**src/rtl/agp_pad_cfg_pkg.sv**
```systemverilog
// shared constants and carriers for the graphics-port pad configuration block
// assumes a single 100 MHz core clock and a word-aligned configuration access port
package agp_pad_cfg_pkg;
	// ----------------------------------------------------------------
	// register offsets
	// ----------------------------------------------------------------
	localparam logic [7:0] OFS_CFG_STATUS = 8'h88;
	localparam logic [7:0] OFS_PORT_STATUS = 8'hA4;
	localparam logic [7:0] OFS_DYN_COMP = 8'hB4;
	localparam logic [7:0] OFS_COMP_BYPASS = 8'hB8;

	// ----------------------------------------------------------------
	// field positions
	// ----------------------------------------------------------------
	localparam int STRAP_BIT = 25;
	localparam int FW_EN_BIT = 7;
	localparam int RATE_OVR_BIT = 6;
	localparam int HV_SEL_BIT = 5;
	localparam int BUS_MODE_BIT = 2;
	localparam int PERIODIC_BIT = 1;
	localparam int ONE_SHOT_BIT = 0;
	localparam int PVAL_LSB = 28;
	localparam int NVAL_LSB = 24;
	localparam int XFER_BYP_BIT = 23;
	localparam int STRB_BYP_BIT = 7;
	localparam int PORT_FW_BIT = 4;
	// bypass register bits that hold storage; the rest read as zero
	localparam logic [31:0] BYPASS_RW_MASK = 32'hFF8F_FF8F;

	// ----------------------------------------------------------------
	// reset values and encodings
	// ----------------------------------------------------------------
	localparam logic [31:0] BYPASS_RESET = 32'h0000_0000;
	localparam logic [2:0] RATE_4X = 3'h7;
	localparam logic [2:0] RATE_2X = 3'h3;
	localparam logic [3:0] DRIVE_RESET = 4'h8;
	localparam logic [31:0] WORD_ZERO = 32'h0000_0000;

	// ----------------------------------------------------------------
	// timing
	// ----------------------------------------------------------------
	localparam int CLK_PERIOD_NS = 10;
	localparam int COMP_SETTLE_NS = 80;
	localparam int COMP_SETTLE_CYCLES = (COMP_SETTLE_NS + CLK_PERIOD_NS - 1) / CLK_PERIOD_NS;
	localparam longint COMP_INTERVAL_MS = 6400;
	localparam longint COMP_INTERVAL_CYCLES_L = COMP_INTERVAL_MS * 64'd1000000 / CLK_PERIOD_NS;

	// ----------------------------------------------------------------
	// carriers
	// ----------------------------------------------------------------
	typedef struct packed {
		logic valid;
		logic write;
		logic [7:0] addr;
		logic [3:0] be;
		logic [31:0] wdata;
	} cfg_req_t;

	typedef struct packed {
		logic [3:0] p_drive;
		logic [3:0] n_drive;
		logic [1:0] p_slew;
		logic [1:0] n_slew;
	} pad_drive_t;

	typedef enum logic [2:0] {
		COMP_IDLE = 3'h1,
		COMP_WAIT_IDLE = 3'h2,
		COMP_MEASURE = 3'h4
	} comp_state_t;
endpackage

```
**src/rtl/pad_comp_engine.sv**
```systemverilog
// automatic drive-strength compensation for the transfer and strobe pads
// assumes the sense codes from the pad reference are stable and synchronous to i_clk_sys
`timescale 1ns/1ps
`default_nettype none
module pad_comp_engine #(
	parameter int unsigned INTERVAL_CYCLES = 32'(agp_pad_cfg_pkg::COMP_INTERVAL_CYCLES_L)
) (
	input wire logic i_clk_sys,
	input wire logic i_rst_n,
	input wire logic i_periodic_en,
	input wire logic i_one_shot,
	input wire logic i_port_idle,
	input wire logic [3:0] i_sense_p,
	input wire logic [3:0] i_sense_n,
	output logic [3:0] o_pval,
	output logic [3:0] o_nval,
	output logic o_done
);
	typedef struct packed {
		agp_pad_cfg_pkg::comp_state_t st;
		logic [31:0] interval;
		logic [3:0] settle;
		logic [3:0] pval;
		logic [3:0] nval;
		logic done;
	} eng_state_t;

	eng_state_t s_q;
	eng_state_t s_d;

	always_comb begin
		s_d = s_q;
		s_d.done = 1'b0;
		if (i_periodic_en && s_q.interval != 32'h0000_0000) begin
			s_d.interval = s_q.interval - 32'h0000_0001;
		end
		case (s_q.st)
			agp_pad_cfg_pkg::COMP_IDLE: begin
				// the one-shot request is still up while done is shown; ignore it then to avoid a second pass
				if (!s_q.done && (i_one_shot || (i_periodic_en && s_q.interval == 32'h0000_0000))) begin
					s_d.interval = INTERVAL_CYCLES;
					s_d.st = agp_pad_cfg_pkg::COMP_WAIT_IDLE;
				end
			end
			agp_pad_cfg_pkg::COMP_WAIT_IDLE: begin
				// only start when the port is quiet
				if (i_port_idle) begin
					s_d.settle = 4'(agp_pad_cfg_pkg::COMP_SETTLE_CYCLES - 1);
					s_d.st = agp_pad_cfg_pkg::COMP_MEASURE;
				end
			end
			agp_pad_cfg_pkg::COMP_MEASURE: begin
				if (s_q.settle != 4'h0) begin
					s_d.settle = s_q.settle - 4'h1;
				end else if (i_port_idle) begin
					s_d.pval = i_sense_p;
					s_d.nval = i_sense_n;
					s_d.done = 1'b1;
					s_d.st = agp_pad_cfg_pkg::COMP_IDLE;
				end else begin
					// traffic started; retry rather than disturb it
					s_d.st = agp_pad_cfg_pkg::COMP_WAIT_IDLE;
				end
			end
			default: begin
				s_d.st = agp_pad_cfg_pkg::COMP_IDLE;
			end
		endcase
	end

	always_ff @(posedge i_clk_sys or negedge i_rst_n) begin
		if (!i_rst_n) begin
			s_q <= '{st: agp_pad_cfg_pkg::COMP_IDLE, interval: 32'h0000_0000, settle: 4'h0,
				pval: agp_pad_cfg_pkg::DRIVE_RESET, nval: agp_pad_cfg_pkg::DRIVE_RESET, done: 1'b0};
		end else begin
			s_q <= s_d;
		end
	end

	assign o_pval = s_q.pval;
	assign o_nval = s_q.nval;
	assign o_done = s_q.done;
endmodule
`default_nettype wire

```
**src/rtl/agp_signalling_pad_config.sv**
```systemverilog
// graphics-port signalling strap, rate/fast-write reporting and pad compensation settings
// assumes configuration requests are single-cycle pulses, one at a time, answered next cycle
//
// Operation
// - strap level caught after reset, readable at bit 25 of 0x88
// - strap 0 means 1.5-V signalling, 1 means 3.3-V
// - override clear and fast-write set: status shows 4X and fast write
// - override set and fast-write clear: status shows at most 2X, no fast write
// - bypass set: pads take programmed drive values, not compensated ones
// - periodic compensation updates drives at interval; codes are taken only while the port is idle, and the pads follow one cycle later
// - rate override set forces status rate field to 011
`timescale 1ns/1ps
`default_nettype none
module agp_signalling_pad_config #(
	parameter int unsigned COMP_INTERVAL_CYCLES = 32'(agp_pad_cfg_pkg::COMP_INTERVAL_CYCLES_L)
) (
	input wire logic i_clk_sys,
	input wire logic i_rst_n,
	input wire agp_pad_cfg_pkg::cfg_req_t i_cfg,
	input wire logic i_signalling_type_strap,
	input wire logic i_port_idle,
	input wire logic [3:0] i_sense_p,
	input wire logic [3:0] i_sense_n,
	output logic [31:0] o_cfg_rdata,
	output logic o_cfg_ack,
	output var agp_pad_cfg_pkg::pad_drive_t o_xfer_pad,
	output var agp_pad_cfg_pkg::pad_drive_t o_strb_pad,
	output logic o_comp_ref_hv,
	output logic o_pci_bus_mode
);
	// ----------------------------------------------------------------
	// state
	// ----------------------------------------------------------------
	typedef struct packed {
		logic cap_done;
		logic strap;
		logic fw_en;
		logic rate_ovr;
		logic hv_sel;
		logic bus_mode;
		logic periodic;
		logic one_shot;
		logic [31:0] bypass;
		logic [31:0] rdata;
		logic ack;
		agp_pad_cfg_pkg::pad_drive_t xfer_pad;
		agp_pad_cfg_pkg::pad_drive_t strb_pad;
		logic ref_hv;
		logic pci_mode;
	} cfg_state_t;

	cfg_state_t s_q;
	cfg_state_t s_d;
	logic [3:0] eng_pval;
	logic [3:0] eng_nval;
	logic eng_done;
	logic both_bypassed;

	// ----------------------------------------------------------------
	// helpers
	// ----------------------------------------------------------------
	function automatic logic [31:0] merge_be(input logic [31:0] old, input logic [31:0] wd, input logic [3:0] be);
		logic [31:0] r;
		r = old;
		for (int i = 0; i < 4; i++) begin
			if (be[i]) begin
				r[i*8 +: 8] = wd[i*8 +: 8];
			end
		end
		return r;
	endfunction

	function automatic logic hits(input agp_pad_cfg_pkg::cfg_req_t r, input logic [7:0] ofs, input logic wr);
		return r.valid && (r.write == wr) && (r.addr == ofs);
	endfunction

	function automatic logic [31:0] dyn_comp_word(input cfg_state_t s, input logic [3:0] pv, input logic [3:0] nv);
		logic [31:0] w;
		w = agp_pad_cfg_pkg::WORD_ZERO;
		w[agp_pad_cfg_pkg::PVAL_LSB +: 4] = pv;
		w[agp_pad_cfg_pkg::NVAL_LSB +: 4] = nv;
		w[agp_pad_cfg_pkg::FW_EN_BIT] = s.fw_en;
		w[agp_pad_cfg_pkg::RATE_OVR_BIT] = s.rate_ovr;
		w[agp_pad_cfg_pkg::HV_SEL_BIT] = s.hv_sel;
		w[agp_pad_cfg_pkg::BUS_MODE_BIT] = s.bus_mode;
		w[agp_pad_cfg_pkg::PERIODIC_BIT] = s.periodic;
		// one-shot reads 1 until its compensation cycle has finished
		w[agp_pad_cfg_pkg::ONE_SHOT_BIT] = s.one_shot;
		return w;
	endfunction

	assign both_bypassed = s_q.bypass[agp_pad_cfg_pkg::XFER_BYP_BIT] && s_q.bypass[agp_pad_cfg_pkg::STRB_BYP_BIT];

	// ----------------------------------------------------------------
	// compensation engine
	// ----------------------------------------------------------------
	pad_comp_engine #(
		.INTERVAL_CYCLES(COMP_INTERVAL_CYCLES)
	) u_comp (
		.i_clk_sys(i_clk_sys),
		.i_rst_n(i_rst_n),
		.i_periodic_en(s_q.periodic && !both_bypassed),
		.i_one_shot(s_q.one_shot && !both_bypassed),
		.i_port_idle(i_port_idle),
		.i_sense_p(i_sense_p),
		.i_sense_n(i_sense_n),
		.o_pval(eng_pval),
		.o_nval(eng_nval),
		.o_done(eng_done)
	);

	// ----------------------------------------------------------------
	// next state
	// ----------------------------------------------------------------
	always_comb begin
		logic [31:0] w;
		w = agp_pad_cfg_pkg::WORD_ZERO;
		s_d = s_q;
		s_d.ack = i_cfg.valid;
		s_d.rdata = agp_pad_cfg_pkg::WORD_ZERO;

		// strap is caught on the first edge after reset release
		if (!s_q.cap_done) begin
			s_d.cap_done = 1'b1;
			s_d.strap = i_signalling_type_strap;
		end

		// one-shot finishes on engine done, or at once when both pad sets are bypassed
		if (eng_done || both_bypassed) begin
			s_d.one_shot = 1'b0;
		end

		if (hits(i_cfg, agp_pad_cfg_pkg::OFS_DYN_COMP, 1'b1)) begin
			w = merge_be(dyn_comp_word(s_q, eng_pval, eng_nval), i_cfg.wdata, i_cfg.be);
			s_d.fw_en = w[agp_pad_cfg_pkg::FW_EN_BIT];
			s_d.rate_ovr = w[agp_pad_cfg_pkg::RATE_OVR_BIT];
			s_d.hv_sel = w[agp_pad_cfg_pkg::HV_SEL_BIT];
			s_d.bus_mode = w[agp_pad_cfg_pkg::BUS_MODE_BIT];
			s_d.periodic = w[agp_pad_cfg_pkg::PERIODIC_BIT];
			// a new request wins over a completion in the same cycle
			if (i_cfg.be[0] && i_cfg.wdata[agp_pad_cfg_pkg::ONE_SHOT_BIT]) begin
				s_d.one_shot = 1'b1;
			end
		end
		if (hits(i_cfg, agp_pad_cfg_pkg::OFS_COMP_BYPASS, 1'b1)) begin
			s_d.bypass = merge_be(s_q.bypass, i_cfg.wdata, i_cfg.be) & agp_pad_cfg_pkg::BYPASS_RW_MASK;
		end

		if (i_cfg.valid && !i_cfg.write) begin
			case (i_cfg.addr)
				agp_pad_cfg_pkg::OFS_CFG_STATUS: begin
					s_d.rdata[agp_pad_cfg_pkg::STRAP_BIT] = s_q.strap;
				end
				agp_pad_cfg_pkg::OFS_PORT_STATUS: begin
					// built from live override bits, so no reset is needed
					s_d.rdata[2:0] = s_q.rate_ovr ? agp_pad_cfg_pkg::RATE_2X : agp_pad_cfg_pkg::RATE_4X;
					s_d.rdata[agp_pad_cfg_pkg::PORT_FW_BIT] = s_q.fw_en;
				end
				agp_pad_cfg_pkg::OFS_DYN_COMP: begin
					s_d.rdata = dyn_comp_word(s_q, eng_pval, eng_nval);
				end
				agp_pad_cfg_pkg::OFS_COMP_BYPASS: begin
					s_d.rdata = s_q.bypass;
				end
				default: begin
					s_d.rdata = agp_pad_cfg_pkg::WORD_ZERO;
				end
			endcase
		end

		// pad drive: programmed values under bypass, compensated otherwise
		s_d.xfer_pad.p_drive = s_q.bypass[agp_pad_cfg_pkg::XFER_BYP_BIT] ? s_q.bypass[31:28] : eng_pval;
		s_d.xfer_pad.n_drive = s_q.bypass[agp_pad_cfg_pkg::XFER_BYP_BIT] ? s_q.bypass[27:24] : eng_nval;
		s_d.xfer_pad.p_slew = s_q.bypass[19:18];
		s_d.xfer_pad.n_slew = s_q.bypass[17:16];
		s_d.strb_pad.p_drive = s_q.bypass[agp_pad_cfg_pkg::STRB_BYP_BIT] ? s_q.bypass[15:12] : eng_pval;
		s_d.strb_pad.n_drive = s_q.bypass[agp_pad_cfg_pkg::STRB_BYP_BIT] ? s_q.bypass[11:8] : eng_nval;
		s_d.strb_pad.p_slew = s_q.bypass[3:2];
		s_d.strb_pad.n_slew = s_q.bypass[1:0];
		s_d.ref_hv = s_q.hv_sel;
		s_d.pci_mode = s_q.bus_mode;
	end

	always_ff @(posedge i_clk_sys or negedge i_rst_n) begin
		if (!i_rst_n) begin
			s_q <= '{cap_done: 1'b0, strap: 1'b0, fw_en: 1'b0, rate_ovr: 1'b0, hv_sel: 1'b0, bus_mode: 1'b0,
				periodic: 1'b0, one_shot: 1'b0, bypass: agp_pad_cfg_pkg::BYPASS_RESET,
				rdata: agp_pad_cfg_pkg::WORD_ZERO, ack: 1'b0,
				xfer_pad: '{agp_pad_cfg_pkg::DRIVE_RESET, agp_pad_cfg_pkg::DRIVE_RESET, 2'h0, 2'h0},
				strb_pad: '{agp_pad_cfg_pkg::DRIVE_RESET, agp_pad_cfg_pkg::DRIVE_RESET, 2'h0, 2'h0},
				ref_hv: 1'b0, pci_mode: 1'b0};
		end else begin
			s_q <= s_d;
		end
	end

	assign o_cfg_rdata = s_q.rdata;
	assign o_cfg_ack = s_q.ack;
	assign o_xfer_pad = s_q.xfer_pad;
	assign o_strb_pad = s_q.strb_pad;
	assign o_comp_ref_hv = s_q.ref_hv;
	assign o_pci_bus_mode = s_q.pci_mode;
endmodule
`default_nettype wire

```
**config.mk**
```make
export PLATFORM = sky130hd
export DESIGN_NAME = agp_signalling_pad_config
export DESIGN_NICKNAME = d
export VERILOG_FILES = /design/src/rtl/agp_pad_cfg_pkg.sv /design/src/rtl/pad_comp_engine.sv /design/src/rtl/agp_signalling_pad_config.sv
export SDC_FILE = /design/constraint.sdc
export NUM_CORES = 1
export LEC_CHECK = 0
export ABC_AREA = 1
export BUFFER_PORTS_ARGS = -buffer_cell sky130_fd_sc_hd__buf_2
export CAP_MARGIN = 25
export CORE_MARGIN = 2
export CORE_UTILIZATION = 30
export DETAILED_ROUTE_END_ITERATION = 7
export PLACE_DENSITY_LB_ADDON = 0.05
export REMOVE_ABC_BUFFERS = 1
export SLEW_MARGIN = 5
export SYNTH_ARGS = -nofsm -noshare
export SYNTH_HDL_FRONTEND = slang
export SYNTH_HIERARCHICAL = 1
export SYNTH_SLANG_ARGS = --single-unit
export TNS_END_PERCENT = 50
```
**constraint.sdc**
```tcl
create_clock -name i_clk_sys -period 2.15 [get_ports i_clk_sys]
set_input_delay 0.43 -clock i_clk_sys [delete_from_list [all_inputs] [get_ports i_clk_sys]]
set_output_delay 0.43 -clock i_clk_sys [all_outputs]
set_load 0.05 [all_outputs]
```
==> results of run 1 <==
==> worst max-delay path, stage by stage, from the launching register on <==
cell     delay [ps]
dfrtp_1         370
inv_1            90
ha_1            210
nand2_1          80
nor2_1           60
nand2_2         100
nor2_4           60
nor2_2          360
buf_4           300
nand3_1          90
nand3_1         100
inv_1            40
==> repair_timing <==
item / in CTS / in global routing
hold endpoints to repair: 28 / 0
endpoints found under the setup margin: 0 / 0
hold buffers: 1 / 0
==> power by group through the flow <==
stage / Sequential, mW / Clock [mW] / Combinational, mW
floorplan: 2.88 / 0 / 0.704
global placement: 2.86 / 0 / 1.24
detailed placement: 2.86 / 0 / 1.25
CTS: 2.81 / 3.09 / 1.26
global route: 2.83 / 3.19 / 1.39
finish: 2.81 / 2.99 / 1.23
==> cell usage in the layout (no fill, tap or decap), types with 2 or more instances in the layout <==
master / count
a21boi_0: 2
a21oi_1: 9
buf_12: 3
buf_2: 108
buf_4: 23
bufinv_16: 2
clkbuf_16: 17
clkinv_2: 4
clkinvlp_4: 2
conb_1: 4
dfrtp_1: 131
dfstp_2: 7
ha_1: 3
inv_1: 75
inv_6: 6
mux2_2: 9
nand2_1: 227
nand2_2: 7
nand2_4: 3
nand3_1: 59
nand3_2: 2
nand4_1: 6
nor2_1: 94
nor2_2: 10
nor2_8: 2
nor3_1: 6
o211ai_1: 8
o21ai_0: 33
o21ai_2: 2
o21bai_1: 3
xnor2_1: 14
xor2_1: 7
==> metrics by stage <==
step / util [%] / worst slack, ps / power (mW) / cell area, um2 / TNS [ps]
6_report: 35.5 / 181 / 7.03 / 8000 / 0
5_1_grt: 35.5 / 31.7 / 7.41 / 8000 / 0
4_1_cts: 35.5 / 205 / 7.16 / 8000 / 0
3_5_place_dp: 32.8 / 224 / 4.11 / 7390 / 0
3_3_place_gp: 32.8 / 180 / 4.09 / 7390 / 0
2_1_floorplan: - / -141 / 3.58 / 6250 / -255
==> sequential cells by signal, summed over array words and instances (netlist names) <==
register and cells:
o_pci_bus_mode 1, o_strb_pad 12, o_cfg_ack 1, o_cfg_rdata 29, o_xfer_pad 12, u_comp/o_done 1, s_d 10, u_comp/o_nval 4
u_comp/s_q 39, s_q 24, o_comp_ref_hv 1, u_comp/o_pval 4
==> worst min-delay path by stage <==
stage | start | depth (start not counted) | to | slack [ps]
floorplan | i_rst_n | 0 | o_cfg_ack | 130
global placement | i_rst_n | 1 | u_comp/s_q[24] | 350
detailed placement | i_rst_n | 1 | u_comp/s_q[22] | 350
CTS | i_cfg[45] | 1 | o_cfg_ack | 120
global route | i_cfg[45] | 1 | o_cfg_ack | 130
finish | i_cfg[45] | 1 | o_cfg_ack | 150
==> cell type report <==
type | count | area (um2)
clock buffers | 18 | 439
clock inverters | 14 | 158
fillers | 2358 | 14500
inverters | 77 | 292
multi-input cells | 517 | 2500
flip-flops and latches | 138 | 3460
well taps | 285 | 357
repair buffers | 136 | 795
==> routing by layer <==
metal | part of all wire [%] | wire length, um
met5 | 0 | 0
met4 | 0.69 | 118
met3 | 4.5 | 767
met2 | 48 | 8170
met1 | 47 | 7990
==> cells by family after synthesis <==
kind of cell | Yosys count
and+or+nand+nor | 419
adders and majority gates | 3
muxes | 9
AOI/OAI and AO/OA | 61
other | 2
DFF | 138
buffers and inverters | 159
xor gates and xnor gates | 21
==> results.yml, run 1 <==
detailed_routing:
  via_per_inst: 4.36
  via_count: 5171
  drc_errors: 0
  drt_iter0_drc: 227
  antenna_violating_nets_post_route: 0
  routed_wirelength_mm: 17.0
  drt_pass1_iterations: 4
  routed_wire_length_per_instance_um: 14.4
yosys:
  synth_async_sr_flop_share_pct: 100
  synth_seq_area_share_pct: 50.7
  synth_top_area_cell: "dfrtp_1"
  synth_mux_area_share_pct: 1.48
  post_synth_instance_area_um2: 6830
  top_cell_types_by_occurrence_after_synthesis: "nand2_1 (227), dfrtp_1 (131), nor2_1 (94)"
  synth.ff_latch_count: 138
  mean_instance_size_in_the_synthesized_netlist_um2: 8.41
  yosys_warnings: 6
  synth_top_flop_cell: "dfrtp_1"
  synth_top_area_share_pct: 48.0
  syn_inst: 812
  largest_family_of_logic_cells_by_synthesized_area: "simple AND/OR/NAND/NOR gates"
  synth_edf_count: 0
  netlist_top_cells_area: "dfrtp_1 (48%), nand2_1 (12%), buf_4 (7.3%), nor2_1 (5.2%), nand3_1 (4.3%)"
  synth_most_common_cell: "nand2_1"
  synth-adder-area-share_pct: 0.549
  netlist-cell-type-count: 37
  synth-compound-area-share_pct: 5.18
  synth_simple_gate_area_share_pct: 26.4
  post_synthesis_xor_xnor_area_fraction_pct: 2.69
critical_path:
  crit_path_max_fanout: 15
  worst_r2r_path_depth: 11
  ff2ff_setup_slack_ps: 180
  worst-endpoint-arrival_ps: 2270
  cp-end-kind: "flip-flop"
  critical_path_class: "flip-flop to flip-flop"
  worst_r2r_endpoint: "u_comp/s_q[17]"
  worstSetupEndpoint: "u_comp/s_q[17]"
  startpoint: "u_comp/s_q[13]"
  setup.worst_path.start_class: "flip-flop"
  r2r-start: "u_comp/s_q[13]"
  worst_ep_required_time_ps: 2450
global_routing:
  globalRoute.totalOverflow: 0
  gr-usage-all-layers_pct: 15.0
  globalRouteMet1Util_pct: 19.6
  grt_use_met3_pct: 4.07
  grt_use_met2_pct: 24.7
  most_used_routing_layer: "met2"
  grt_start_max_net_pins: 49
  grt_pass1_wl_mm: 28.2
  antenna_found_initial: 0
  vias_in_the_first_global_route: 5379
cts:
  cts_made_buffers: 17
  clock_sinks: 138
  ctsLongestPathBuffers: 2
  path_clk_slew_ps: 70
  tritoncts: "built"
  post-cts-setup-buffer-count: 0
  clock_tree.htree_level_count: 4
  clock_insertion_delay_at_the_later_pin_of_the_skew_report_ps: 420
  root_buffer: "clkbuf_16"
  cts_resized: 0
finish:
  fin_nets: 948
  final_cell_count_no_fill: 1185
  post_route_cells_drive_above_1_share_pct: 23.7
  area_growth_pct: 17.1
  n_antenna_cell: 0
power:
  netSwitchingPower_mw: 2.13
  p_int_mw: 4.90
  pwr-share-clk_pct: 42.5
  power.sequential.fraction_pct: 40.0
  pwr_density_cell_nw_per_um2: 879
  power.share.combinational_pct: 17.5
  power_switching_share_pct: 30.3
  power.static_leakage_nw: 4.28
  max-vdd-ir-drop_mv: 0.417
floorplanning:
  fp.dieArea_um2: 24000
  top_level_port_count: 117
  die_h_um: 155
  die-width_um: 155
  core_region_area_um2: 22500
  initial_core_util_pct: 30.4
  fp-row-count: 55
sta:
  grt_setup_unrepaired: "no"
  finClkSkew_ps: 9.44
  fin_hold_ws_ps: 147
  setup_viol: 0
  final_period_util_pct: 91.6
  hold_vio_cnt_final: 0
  period_minus_slack_ps: 1970
  achievable-frequency_ghz: 0.508
  final-max-slew-violation-count: 0
place:
  place_congestion: 0.792
  port_buffers: 109
  dpl.hpwl_mm: 12.4
  placed_cells_incl_taps: 1152
hold_path:
  hold_path.class: "input port to flip-flop"
run_status:
  status: "complete, no violations"
job:
  drv.max_cap_violation_count: 0
Note: power is estimated with default switching activity, not from simulation.
==> run 2, diff against run 1 <==
==> constraint.sdc (replaced) <==
create_clock -name i_clk_sys -period 2.15 [get_ports i_clk_sys]
set_input_delay 0.1075 -clock i_clk_sys [delete_from_list [all_inputs] [get_ports i_clk_sys]]
set_output_delay 0.1075 -clock i_clk_sys [all_outputs]
set_load 0.05 [all_outputs]
==> results.yml, run 2 (synthesis gave the netlist of run 1 again) <==
sta:
  grt_setup_unrepaired: "no"
  achievable-frequency_ghz: 0.510
  setup_viol: 0
  max_slew.worst_pin.slew_ps: 541
  final_period_util_pct: 91.3
  fin_setup_tns_ps: 0
  period_minus_slack_ps: 1960
  fin_hold_ws_ps: 26.0
  finClkSkew_ps: 13.4
  timing.slew.headroom_pct: 64.0
  hold_vio_cnt_final: 0
  final-max-slew-violation-count: 0
  postLayoutSetupSlackWorst_ps: 188
finish:
  n_antenna_cell: 0
  largest_register_ffs: 39
  layout.cells.most_common_list: "nand2_1 (227), dfrtp_1 (131), buf_2 (108)"
  area_growth_pct: 22.5
  fin_nets: 988
  post_route_cells_drive_above_1_share_pct: 22.3
  layout.cells.most_common: "nand2_1"
  largest-register: "u_comp/s_q"
  final_cell_count_no_fill: 1225
power:
  pwr_density_cell_nw_per_um2: 828
  power.static_leakage_nw: 4.42
  p_total_mw: 6.93
  max-vdd-ir-drop_mv: 0.430
floorplanning:
  die-width_um: 155
  fp-row-count: 55
  fp.dieArea_um2: 24000
  die_h_um: 155
  top_level_port_count: 117
  core_region_area_um2: 22500
  initial_core_util_pct: 30.4
hold_path:
  hold_path_startpoint: "i_cfg[35]"
  worstHoldEndpoint: "s_q[86]"
  hold_depth: 3
  hold_path.class: "input port to flip-flop"
cts:
  path_clk_slew_ps: 70
  post-cts-setup-buffer-count: 0
  cts_made_buffers: 17
  clock_insertion_delay_at_the_later_pin_of_the_skew_report_ps: 420
  root_buffer: "clkbuf_16"
  ctsLongestPathBuffers: 2
  cts_resized: 0
  postCtsHoldBufs: 44
  clock_tree.htree_level_count: 4
  clock_sinks: 138
  tritoncts: "built"
global_routing:
  antenna_found_initial: 0
  globalRoute.totalOverflow: 0
  grt_start_max_net_pins: 55
  vias_in_the_first_global_route: 5461
  gr-usage-all-layers_pct: 15.1
  grt_pass1_wl_mm: 28.2
detailed_routing:
  wl_met1_mm: 8.18
  antenna_violating_nets_post_route: 0
  drt_iter0_drc: 232
  via_count: 5353
  drt_pass1_iterations: 4
  met3_wire_length_um: 758
  via_per_inst: 4.37
  drc_errors: 0
  wl_met2_mm: 8.10
  dr.max_layer_used: "met4"
  routed_wire_length_per_instance_um: 14.0
  routed_wirelength_mm: 17.2
critical_path:
  worst-endpoint-arrival_ps: 2270
  cp_cell_sequence: "nor2_1 > nand2_1 > nor2_1 > nand2_1 > o21ai_2 > buf_4 > nor3_1 > o21ai_2 > inv_1"
  critical_path_class: "flip-flop to flip-flop"
  worst_r2r_path_depth: 9
  worst_r2r_endpoint: "u_comp/s_q[16]"
  crit_path_max_fanout: 13
  crit_path_top_delay_cell: "dfrtp_1"
  r2r-start: "u_comp/s_q[34]"
  cp-end-kind: "flip-flop"
  crit_buf_inv: 2
  setup.worst_path.start_class: "flip-flop"
  max_stage_delay_ps: 430
  worst_path_dominant_cell_family: "simple AND/OR/NAND/NOR gates"
  worst_ep_required_time_ps: 2460
  ff2ff_setup_slack_ps: 190
run_status:
  status: "complete, no violations"
job:
  drv.max_cap_violation_count: 0
place:
  port_buffers: 109
  dpl.hpwl_mm: 12.4
  dp_slack_ps: 224
  place_congestion: 0.815
  placed_cells_incl_taps: 1149
## run 2: worst max path at each step
stage,start,to,slack (ps),cells past startpoint
after floorplan,s_q[66],u_comp/s_q[32],-140,8
after CTS,u_comp/s_q[34],u_comp/s_q[16],200,9
final,u_comp/s_q[34],u_comp/s_q[16],190,9
after detailed placement,u_comp/s_q[34],u_comp/s_q[16],220,9
after global routing,u_comp/s_q[13],u_comp/s_q[29],10,9
after global placement,u_comp/s_q[34],u_comp/s_q[16],230,9
## run 2: area by class of cell
cell class	instances	area (um2)
inverters	77	292
well taps	285	357
repair buffers	176	1190
multi-input cells	517	2500
flip-flops and latches	138	3460
clock buffers	17	425
fillers	2336	14100
clock inverters	15	150
## run 2: report_power, final
| part | internal (mW) | total (mW) | leakage [nW] | switching [mW] |
|---|---|---|---|---|
| Combinational | 0.438 | 1.25 | 2.30 | 0.808 |
| Clock | 1.55 | 2.87 | 0.286 | 1.32 |
| Sequential | 2.72 | 2.81 | 1.83 | 0.0932 |
## run 2: routing by layer
layer | GRT usage [%] | vias up
li1 | - | 2702
met1 | 19.8 | 2537
met2 | 24.5 | 105
met3 | 4.29 | 9
met4 | 3.92 | 0
met5 | 0 | -
## run 2: metrics by stage
stage / util, % / instance area, um2
2_1_floorplan: - / 6250
3_3_place_gp: 32.7 / 7360
3_5_place_dp: 32.7 / 7360
4_1_cts: 37.2 / 8370
5_1_grt: 37.2 / 8370
6_report: 37.2 / 8370
## run 2: worst min-delay path: stages
cell     delay, ps
buf_2          170
nand3_1        100
nand2_1         50
==> run 3, diff against run 2 <==
--- a/config.mk
+++ b/config.mk
@@ -9,10 +9,12 @@
 export BUFFER_PORTS_ARGS = -buffer_cell sky130_fd_sc_hd__buf_2
 export CAP_MARGIN = 25
 export CORE_MARGIN = 2
-export CORE_UTILIZATION = 30
+export CORE_UTILIZATION = 40
 export DETAILED_ROUTE_END_ITERATION = 7
 export PLACE_DENSITY_LB_ADDON = 0.05
 export REMOVE_ABC_BUFFERS = 1
+export SETUP_SLACK_MARGIN = 0.1
+export SKIP_CTS_REPAIR_TIMING = 1
 export SLEW_MARGIN = 5
 export SYNTH_ARGS = -nofsm -noshare
 export SYNTH_HDL_FRONTEND = slang
==> results.yml, run 3 (synthesis gave the netlist of run 1 again) <==
detailed_routing:
  drc_errors: 0
  antenna_violating_nets_post_route: 0
  drt_pass1_iterations: 4
  routed_wire_length_per_instance_um: 14.2
  routed_wirelength_mm: 16.4
  drt_iter0_drc: 353
  via_count: 5397
  via_per_inst: 4.68
hold_path:
  hold_depth: 4
  worstHoldEndpoint: "u_comp/s_q[46]"
  hold_path_startpoint: "i_port_idle"
  hold_path.class: "input port to flip-flop"
floorplanning:
  top_level_port_count: 117
  die-width_um: 135
  die_h_um: 135
  fp.dieArea_um2: 18100
  fp-row-count: 47
  initial_core_util_pct: 41.0
  core_region_area_um2: 16600
critical_path:
  worst_r2r_endpoint: "u_comp/s_q[46]"
  worst-endpoint-arrival_ps: 2230
  worst_ep_required_time_ps: 2510
  setup.worst_path.start_class: "flip-flop"
  crit_path_max_fanout: 14
  cp-end-kind: "flip-flop"
  worst_r2r_path_depth: 11
  ff2ff_setup_slack_ps: 280
  critical_path_class: "flip-flop to flip-flop"
  r2r-start: "u_comp/s_q[27]"
power:
  p_total_mw: 6.99
  max-vdd-ir-drop_mv: 0.555
  p_int_mw: 4.78
  power_switching_share_pct: 31.6
  pwr-share-clk_pct: 41.4
  pwr_density_cell_nw_per_um2: 846
  power.share.combinational_pct: 18.3
  power.sequential.fraction_pct: 40.3
  netSwitchingPower_mw: 2.21
  power.static_leakage_nw: 4.38
finish:
  final_design_area_no_fill_um2: 8260
  largest-register: "u_comp/s_q"
  layout.cells.most_common: "nand2_1"
  n_antenna_cell: 0
  fin_nets: 981
  final_cell_count_no_fill: 1153
  largest_register_ffs: 39
  layout.cells.most_common_list: "nand2_1 (226), dfrtp_1 (131), buf_2 (108)"
  fillCellCount: 1596
  area_growth_pct: 20.9
  post_route_cells_drive_above_1_share_pct: 22.4
run_status:
  status: "finished with violations"
  failed_checks: "negative hold slack"
cts:
  clock_insertion_delay_at_the_later_pin_of_the_skew_report_ps: 420
  path_clk_slew_ps: 60
  clock_sinks: 138
  root_buffer: "clkbuf_16"
  tritoncts: "built"
  clock_tree.htree_level_count: 4
  cts_made_buffers: 17
  ctsLongestPathBuffers: 2
sta:
  timing.slew.headroom_pct: 66.1
  fin_hold_ws_ps: -8.18
  final-max-slew-violation-count: 0
  max_slew.worst_pin.slew_ps: 509
  period_minus_slack_ps: 1870
  finClkSkew_ps: 4.84
  setup_viol: 0
  grt_setup_unrepaired: "no"
  final_period_util_pct: 87.1
  hold_vio_cnt_final: 1
  achievable-frequency_ghz: 0.534
global_routing:
  grt_start_max_net_pins: 89
  vias_in_the_first_global_route: 5384
  globalRoute.totalOverflow: 0
  gr-usage-all-layers_pct: 18.7
  antenna_found_initial: 0
  grt_pass1_wl_mm: 26.4
place:
  dpl_cell_area_um2: 7230
  dpl.hpwl_mm: 11.5
  placed_cells_incl_taps: 1078
  port_buffers: 109
  place_congestion: 0.812
job:
  drv.max_cap_violation_count: 0
run 3: cell types whose count changed in the layout (fill, tap and decap cells not counted), sizes merged:
cell and delta:
dlygate4sd3 -2, buf -6, clkinvlp +2, nand3 +1, inv -3, bufinv +1
run 3: worst max-delay path by stage:
stage                               from              to  slack, ps
after CTS                 u_comp/s_q[27]  u_comp/s_q[20]        160
after floorplan                  s_q[66]  u_comp/s_q[32]       -140
after global routing      u_comp/s_q[31]  u_comp/s_q[41]        100
final                     u_comp/s_q[27]  u_comp/s_q[46]        280
after global placement    u_comp/s_q[27]  u_comp/s_q[14]        190
after detailed placement  u_comp/s_q[27]  u_comp/s_q[32]        180
run 3: critical path, stage by stage (launching register included):
cell     delay [ps]
dfrtp_1         430
nor2_2          220
nand2_1         130
nor2_2          150
nand2_2          90
nor2_4          140
nand2_2          70
nand2_4         100
nand3_4         200
nand2_1         140
nand3_1          70
nand2_1          60
run 3: cell type report:
type / count / area [um2] / share of cell area (%)
clock inverters: 15 / 154 / 1.86
repair buffers: 168 / 1120 / 13.6
multi-input cells: 518 / 2530 / 30.6
clock buffers: 17 / 425 / 5.15
well taps: 220 / 275 / 3.33
flip-flops and latches: 138 / 3460 / 41.9
inverters: 77 / 292 / 3.53
run 3: routing by layer:
layer / GRT usage, % / vias up / routed length, um
met5: 0 / - / 0
met1: 22.7 / 2585 / 7250
li1: - / 2691 / -
met3: 5.29 / 18 / 645
met4: 6.32 / 0 / 308
met2: 31.9 / 103 / 8230
run 3: power by group through the flow:
stage | Clock (mW) | Sequential, mW | Combinational [mW]
3_5_place_dp | 0 | 2.86 | 1.16
4_1_cts | 2.97 | 2.81 | 1.17
5_1_grt | 3.09 | 2.83 | 1.41
6_report | 2.89 | 2.82 | 1.28
2_1_floorplan | 0 | 2.88 | 0.704
3_3_place_gp | 0 | 2.85 | 1.15
run 3: through the flow:
step	setup TNS [ps]	util (%)	hold slack [ps]	setup slack, ps
2_1_floorplan	-255	-	-188	-141
3_3_place_gp	0	43.4	22.4	192
3_5_place_dp	0	43.4	25.6	185
4_1_cts	0	46.9	-429	156
5_1_grt	0	49.6	15.2	101
6_report	0	49.6	-8.18	278
